===== config.mk =====
export PLATFORM = sky130hd
export DESIGN_NAME = dsw_top
export DESIGN_NICKNAME = d
export VERILOG_FILES = /design/src/dsw_pkg.sv /design/src/dsw_top.sv
export SDC_FILE = /design/constraint.sdc
export NUM_CORES = 1
export LEC_CHECK = 0
export BUFFER_PORTS_ARGS = -buffer_cell sky130_fd_sc_hd__buf_4
export CORE_MARGIN = 5
export CORE_UTILIZATION = 35
export DETAILED_ROUTE_END_ITERATION = 10
export MAX_ROUTING_LAYER = met4
export SYNTH_ARGS = -nofsm -noshare
export SYNTH_HDL_FRONTEND = slang
export SYNTH_SLANG_ARGS = --single-unit

===== constraint.sdc =====
create_clock -name sys_clk -period 5.8 [get_ports sys_clk]
set_clock_uncertainty 0.2 [all_clocks]
set_input_delay 0.29 -clock sys_clk [delete_from_list [all_inputs] [get_ports sys_clk]]
set_output_delay 0.29 -clock sys_clk [all_outputs]
set_load 0.1 [all_outputs]

===== src/dsw_pkg.sv =====
// Contract
// RULE1: Bit 0 is latched summary fault; one means fail seen, zero after reset.
// RULE2: Bits 2 to 7 show live tracker settled state; default one.
// RULE3: Bits 8 and 9 latch start type per rail; zero cold, one warm.
// RULE4: Bit 10 shows live watchdog window phase; one means closed window.
// RULE5: Bits 11 to 13 show live rail reset state; one means reset active.
// RULE6: Prewarning or latched supervision fault (bit 14) pulls error pin low, sets fault.
// RULE7: A cold start indication also pulls error pin low and sets fault.
// RULE8: Tracker switched on but unsettled after 1 ms pulls error low, sets fault.
// RULE9: Word shifts out least significant bit first, first bit with first clock.
// RULE10: Data output is released to high impedance when chip select goes high.
// RULE11: Cold start when main rail fell below 3.3 V, else warm start.
// RULE12: Latched flags clear after a completed frame read them and cause is gone.
package dsw_pkg;
	localparam int        WORD_W       = 16;
	localparam int        NUM_TRK      = 6;
	localparam int        NUM_RST      = 3;
	localparam int        BIT_FAULT    = 0;
	localparam int        BIT_TEMP     = 1;
	localparam int        BIT_TRK      = 2;
	localparam int        BIT_START1   = 8;
	localparam int        BIT_START2   = 9;
	localparam int        BIT_WINDOW   = 10;
	localparam int        BIT_RST      = 11;
	localparam int        BIT_SUPV     = 14;
	localparam int        BIT_BUCK     = 15;
	localparam int        SYS_CLK_HZ   = 50_000_000;
	localparam int        SETTLE_US    = 1000;
	localparam int        SETTLE_CYC   = SETTLE_US * (SYS_CLK_HZ / 1_000_000);
	localparam logic [15:0] TRK_CNT_W1 = 16'hffff;
	localparam logic [5:0] TRK_RST     = 6'h3f;
	localparam logic [3:0] BITCNT_LAST = 4'hf;
endpackage : dsw_pkg


===== src/dsw_top.sv =====
`timescale 1ns/1ns
module dsw_top #(
	parameter int SETTLE_CYCLES = dsw_pkg::SETTLE_CYC
) (
	input  wire logic                        sys_clk,
	input  wire logic                        rstn,
	input  wire logic                        spi_clk,
	input  wire logic                        spi_cs_n,
	output logic                             spi_do,
	output logic                             spi_do_oe,
	input  wire logic                        temp_warn,
	input  wire logic [dsw_pkg::NUM_TRK-1:0] tracker_on,
	input  wire logic [dsw_pkg::NUM_TRK-1:0] tracker_settled_flag,
	input  wire logic                        main_rail_low,
	input  wire logic                        second_rail_low,
	input  wire logic                        window_phase_flag,
	input  wire logic [dsw_pkg::NUM_RST-1:0] rail_reset_flag,
	input  wire logic                        supervision_fault,
	input  wire logic                        buck_on_flag,
	output logic                             error_n,
	output logic [dsw_pkg::WORD_W-1:0]       diag_word
);
	import dsw_pkg::*;

	// Two-stage synchronisers; all pins are asynchronous to sys_clk
	localparam int SW = 3 + 2*NUM_TRK + 2 + 1 + NUM_RST + 1 + 1;
	// Idle pin levels, so no false select edge or settled drop follows reset
	localparam logic [SW-1:0] SYNC_IDLE = {1'b0, 1'b1, 1'b0, {NUM_TRK{1'b0}}, TRK_RST, 2'b00,
		1'b0, {NUM_RST{1'b0}}, 2'b01};
	logic [SW-1:0] raw_in;
	logic [SW-1:0] sync1_r;
	logic [SW-1:0] sync2_r;
	assign raw_in = {spi_clk, spi_cs_n, temp_warn, tracker_on, tracker_settled_flag,
		main_rail_low, second_rail_low, window_phase_flag, rail_reset_flag,
		supervision_fault, buck_on_flag};
	always_ff @(posedge sys_clk) begin
		if (!rstn) begin
			sync1_r <= SYNC_IDLE;
			sync2_r <= SYNC_IDLE;
		end else begin
			sync1_r <= raw_in;
			sync2_r <= sync1_r;
		end
	end

	logic                sclk_s, cs_n_s, temp_s, low1_s, low2_s, win_s, supv_s, buck_s;
	logic [NUM_TRK-1:0]  on_s, set_s;
	logic [NUM_RST-1:0]  rst_s;
	assign {sclk_s, cs_n_s, temp_s, on_s, set_s, low1_s, low2_s, win_s, rst_s,
		supv_s, buck_s} = sync2_r;

	// State registers
	logic                sclk_d_r, cs_d_r;
	logic [WORD_W-1:0]   shift_r, shift_nxt;
	logic [3:0]          bcnt_r, bcnt_nxt;
	logic                full_r, full_nxt;
	logic                fault_r, fault_nxt;
	logic                start1_r, start1_nxt, start2_r, start2_nxt;
	logic                supv_r, supv_nxt;
	logic                rd_fault_r, rd_fault_nxt, rd_supv_r, rd_supv_nxt;
	logic [NUM_TRK-1:0]  tmo_r, tmo_nxt;
	logic [15:0]         tcnt_r [NUM_TRK];
	logic [15:0]         tcnt_nxt [NUM_TRK];
	logic                do_r, do_nxt, oe_r, oe_nxt, err_r, err_nxt;
	logic [WORD_W-1:0]   word_r, word_nxt;

	logic                sclk_rise, sclk_fall, cs_fall, cs_rise, frame_done;
	logic                cause_fault, cold_any;
	logic [WORD_W-1:0]   live_word;
	assign sclk_rise  = sclk_s & ~sclk_d_r;
	assign sclk_fall  = ~sclk_s & sclk_d_r;
	assign cs_fall    = ~cs_n_s & cs_d_r;
	assign cs_rise    = cs_n_s & ~cs_d_r;
	assign frame_done = cs_rise & full_r;

	always_comb begin
		cold_any    = ~start1_r | ~start2_r; // [RULE7]
		cause_fault = temp_s | supv_r | cold_any | (|tmo_r); // [RULE6] [RULE8]
		live_word = '0;
		live_word[BIT_FAULT]  = fault_r; // [RULE1]
		live_word[BIT_TEMP]   = temp_s;
		live_word[BIT_TRK +: NUM_TRK] = set_s; // [RULE2]
		live_word[BIT_START1] = start1_r; // [RULE3]
		live_word[BIT_START2] = start2_r;
		live_word[BIT_WINDOW] = win_s; // [RULE4]
		live_word[BIT_RST +: NUM_RST] = rst_s; // [RULE5]
		live_word[BIT_SUPV]   = supv_r;
		live_word[BIT_BUCK]   = buck_s;
	end

	always_comb begin
		shift_nxt  = shift_r;
		bcnt_nxt   = bcnt_r;
		full_nxt   = full_r;
		do_nxt     = do_r;
		oe_nxt     = oe_r;
		fault_nxt  = fault_r | cause_fault; // [RULE1]
		start1_nxt = start1_r;
		start2_nxt = start2_r;
		supv_nxt   = supv_r | supv_s;
		tmo_nxt    = tmo_r;
		word_nxt   = live_word;
		rd_fault_nxt = rd_fault_r;
		rd_supv_nxt  = rd_supv_r;
		if (cs_fall) begin
			// Snapshot taken at select; bit 0 driven at once
			shift_nxt = live_word >> 1; // [RULE9]
			do_nxt    = live_word[0];
			oe_nxt    = 1'b1;
			bcnt_nxt  = '0;
			full_nxt  = 1'b0;
			rd_fault_nxt = live_word[BIT_FAULT]; // [RULE12]
			rd_supv_nxt  = live_word[BIT_SUPV];
		end else if (!cs_n_s && oe_r) begin
			if (sclk_fall) begin
				do_nxt    = shift_r[0]; // [RULE9]
				shift_nxt = shift_r >> 1;
			end
			if (sclk_rise) begin
				if (bcnt_r == BITCNT_LAST)
					full_nxt = 1'b1;
				bcnt_nxt = bcnt_r + 4'h1;
			end
		end
		if (cs_rise) begin
			oe_nxt = 1'b0; // [RULE10]
			do_nxt = 1'b0;
		end
		// Read-then-clear; a live cause keeps the flag set
		// Only flags shown in the snapshot clear; a later set waits a frame
		if (frame_done) begin // [RULE12]
			fault_nxt = cause_fault | (fault_r & ~rd_fault_r);
			supv_nxt  = supv_s | (supv_r & ~rd_supv_r);
			// Timeout cause is gone once the tracker settled or was switched off
			tmo_nxt   = tmo_r & on_s & ~set_s;
		end
		// Warm once rail is up; warm start only reported after clean read
		if (low1_s)
			start1_nxt = 1'b0; // [RULE11]
		else if (frame_done)
			start1_nxt = 1'b1; // [RULE12]
		if (low2_s)
			start2_nxt = 1'b0;
		else if (frame_done)
			start2_nxt = 1'b1;
		for (int i = 0; i < NUM_TRK; i++) begin
			tcnt_nxt[i] = tcnt_r[i];
			if (!on_s[i] || set_s[i])
				tcnt_nxt[i] = '0;
			else if (tcnt_r[i] < 16'(SETTLE_CYCLES))
				tcnt_nxt[i] = tcnt_r[i] + 16'h1;
			if (on_s[i] && !set_s[i] && tcnt_r[i] >= 16'(SETTLE_CYCLES) - 16'h1)
				tmo_nxt[i] = 1'b1; // [RULE8]
		end
		err_nxt = ~(fault_nxt); // [RULE6] [RULE7]
	end

	always_ff @(posedge sys_clk) begin
		if (!rstn) begin
			sclk_d_r <= 1'b0;
			cs_d_r   <= 1'b1;
			shift_r  <= '0;
			bcnt_r   <= '0;
			full_r   <= 1'b0;
			fault_r  <= 1'b0;
			start1_r <= 1'b0;
			start2_r <= 1'b0;
			supv_r   <= 1'b0;
			rd_fault_r <= 1'b0;
			rd_supv_r  <= 1'b0;
			tmo_r    <= '0;
			do_r     <= 1'b0;
			oe_r     <= 1'b0;
			err_r    <= 1'b1;
			word_r   <= 16'h80fc;
			for (int i = 0; i < NUM_TRK; i++)
				tcnt_r[i] <= '0;
		end else begin
			sclk_d_r <= sclk_s;
			cs_d_r   <= cs_n_s;
			shift_r  <= shift_nxt;
			bcnt_r   <= bcnt_nxt;
			full_r   <= full_nxt;
			fault_r  <= fault_nxt;
			start1_r <= start1_nxt;
			start2_r <= start2_nxt;
			supv_r   <= supv_nxt;
			rd_fault_r <= rd_fault_nxt;
			rd_supv_r  <= rd_supv_nxt;
			tmo_r    <= tmo_nxt;
			do_r     <= do_nxt;
			oe_r     <= oe_nxt;
			err_r    <= err_nxt;
			word_r   <= word_nxt;
			for (int i = 0; i < NUM_TRK; i++)
				tcnt_r[i] <= tcnt_nxt[i];
		end
	end

	assign spi_do    = do_r;
	assign spi_do_oe = oe_r;
	assign error_n   = err_r;
	assign diag_word = word_r;
endmodule : dsw_top


==> flow_summary.ini <==
[final_layout]
final_common_cell = dfxtp_1
drive_gt1_share_pct = 9.754
num_antenna_cells = 0
nets = 993
final_cell_mix = dfxtp_1 (195), a21oi_1 (69), nand2_1 (65)
area_growth_pct = 16.72

[logic_synthesis]
yosysTopAreaCell = dfxtp_1
synth_top_area_share_pct = 47.22
synth_edf_count = 0
netlist_area_um2 = 8268
syn_avg_cell_area_um2 = 8.977
ys_ff_latch = 195
synthArstFlopShare_pct = 0
synth_nets = 953
netlist_instances = 921
ys_seq_area_share_pct = 47.22
yosysWarnings = 0
synthTopCellsByArea = dfxtp_1 (47%), a21oi_1 (4.2%), and2_1 (3.4%)
synthFlopType = dfxtp_1
synthDistinctLibCells = 56

[global_route]
grt_antenna_before_repair = 0
track_usage_pct = 13.56
grt_pass1_vias = 6286
grt_pass1_wl_um = 29570
grt_max_degree = 78
grt_overflow = 0

[worst_setup_path]
end_kind = flop
cp-startpoint = tcnt_r[5][10]
max_stage_delay_ps = 650
r2r_end = tcnt_r[5][11]
cp-endpoint = tcnt_r[5][11]
r2r-start = tcnt_r[5][10]
cp_data_arrival_time_ps = 2430
cp_slowest_cell = or4_1
crit_family = simple AND/OR/NAND/NOR gates
critPathMostFrequentCell = or4_1
cp-start-kind = flop
path_cells = or4_1 -> a21o_1 -> or4_1 -> a21oi_1
required_ps = 5950
r2r_cells = 4
path_class = flop to flop
cp_num_cells = 4
cp_num_buf_inv = 0
cp_max_fo = 11
rrSetupSlack_ps = 3520

[clock_network]
htreeDepth = 4
numCtsBuffers = 17
cts_tree = done
clk_path_buf_depth = 2
path_clk_slew_ps = 70
clock-sinks = 195
clk_latency_ps = 430
cts_root_buffer = clkbuf_16
cts-resized-gates = 0

[timing]
rsz0062_at_grt = false
min_period_over_period_pct = 39.36
worst-slew-pin-transition_ps = 1147
setup_violations = 0
slew_violations = 0
timing.hold.ws_ps = 146.6
slew_headroom_pct = 23.20
setup-tns-final_ps = 0
max_freq_mhz = 438.1
finalHoldViolations = 0
min_period_ps = 2283

[floorplan]
die-area_um2 = 26800
die_y_um = 163.7
fp.dieW_um = 163.7
io-pin-count = 44
core.rowCount = 56
core_um2 = 23330
start_util_pct = 35.44

[pwr]
vdd_drop_max_mv = 0.1836
p_per_area_nw_per_um2 = 273.2
leakage_nw = 3.393
power_mw = 2.637

[detailed_routing]
remaining_drc_errors = 0
post_drt_wl_per_cell_um = 13.51
dr.pass1.iters = 5
drt_iter0_markers = 430
ant_nets = 0
totalWireLength_um = 17470
dr_total_vias = 6832
viasPerCell = 5.284

[status]
status = completed

[run]
max-cap-violations = 0

[place]
io_buffer_count = 43
gp_congestion = 0.7781
dp_hpwl_um = 11580

[hold_path]
hold_class = input pin to flop
[worst min-delay path by stage]
stage	start	end	slack, ps	cells after the start
6_report	rstn	sync2_r[10]	150	2
5_1_grt	rstn	sync2_r[10]	190	2
4_1_cts	rstn	sync2_r[8]	150	2
3_5_place_dp	sync2_r[6]	start2_r	180	1
3_3_place_gp	sync2_r[6]	start2_r	190	1
2_1_floorplan	sync2_r[7]	start1_r	170	1
[sequential cells by signal, summed over array words and instances (netlist names), 4 cells and up]
| signal | flops |
|---|---|
| tcnt_r | 96 |
| sync1_r | 23 |
| bcnt_r | 4 |
| diag_word | 16 |
| tmo_r | 6 |
| sync2_r | 23 |
| shift_r | 15 |
[per-layer routing]
metal,global-route usage [%],part of all wire [%],up-vias
met5,-,0,-
met4,4.117,1.4,0
met3,2.811,3.2,24
met2,21.20,45,96
met1,17.79,50,3185
li1,-,-,3527
[where the power goes]
group / internal [mW] / leakage (nW) / switching (mW)
clock network: 0.619 / 0.286 / 0.540
registers: 1.36 / 1.59 / 0.0126
logic: 0.0430 / 1.52 / 0.0582
[kinds of logic after synthesis]
group | synth area share [%]
multiplexers | 2.815
AND/OR/NAND/NOR | 27.53
adder cells (fa/ha/maj) | 1.059
flip-flops | 47.22
AO/OA/AOI/OAI | 17.89
buffers and inverters | 3.072
XOR/XNOR | 0.4238
[stage by stage]
stage | util (%) | area, um2 | cells | setup WS [ps]
2_1_floorplan | - | 8268 | 921 | 3328
3_3_place_gp | 37.88 | 8837 | 1238 | 3266
6_report | 41.36 | 9651 | 1293 | 3517
5_1_grt | 41.36 | 9651 | 1293 | 3358
3_5_place_dp | 37.88 | 8837 | 1238 | 3221
4_1_cts | 41.36 | 9651 | 1293 | 3508
[final cells by class]
type                       count  area, um2
timing repair buffer          68      568.0
sequential                   195       3904
inverter                      18      67.56
tap                          319      399.1
clock inverter                14      143.9
multi-input combinational    661       4129
clock buffer                  18      439.2
fill                        2282      13680
[repair_timing]
| action | in CTS | in global routing |
|---|---|---|
| buffers inserted | 0 | 0 |
| endpoints found under the hold margin | 23 | 0 |
| hold buffers | 23 | 0 |
[synthesized netlist by cell type, types with 8 or more instances]
master      n
dfxtp_1   195
a21oi_1    70
nand2_1    65
nor2_1     61
and2_1     45
clkbuf_1   42
nand3_1    40
o21ai_0    38
or4_1      37
o31ai_1    29
nand4_1    28
nand2b_1   25
mux2i_1    21
or3_1      21
inv_1      18
a211oi_1   15
and3_1     15
and4_1     15
o21a_1     15
nor4_1     13
nor3_1      9
a31oi_1     8
o211ai_1    8
Power figures use the tool's default switching activity.
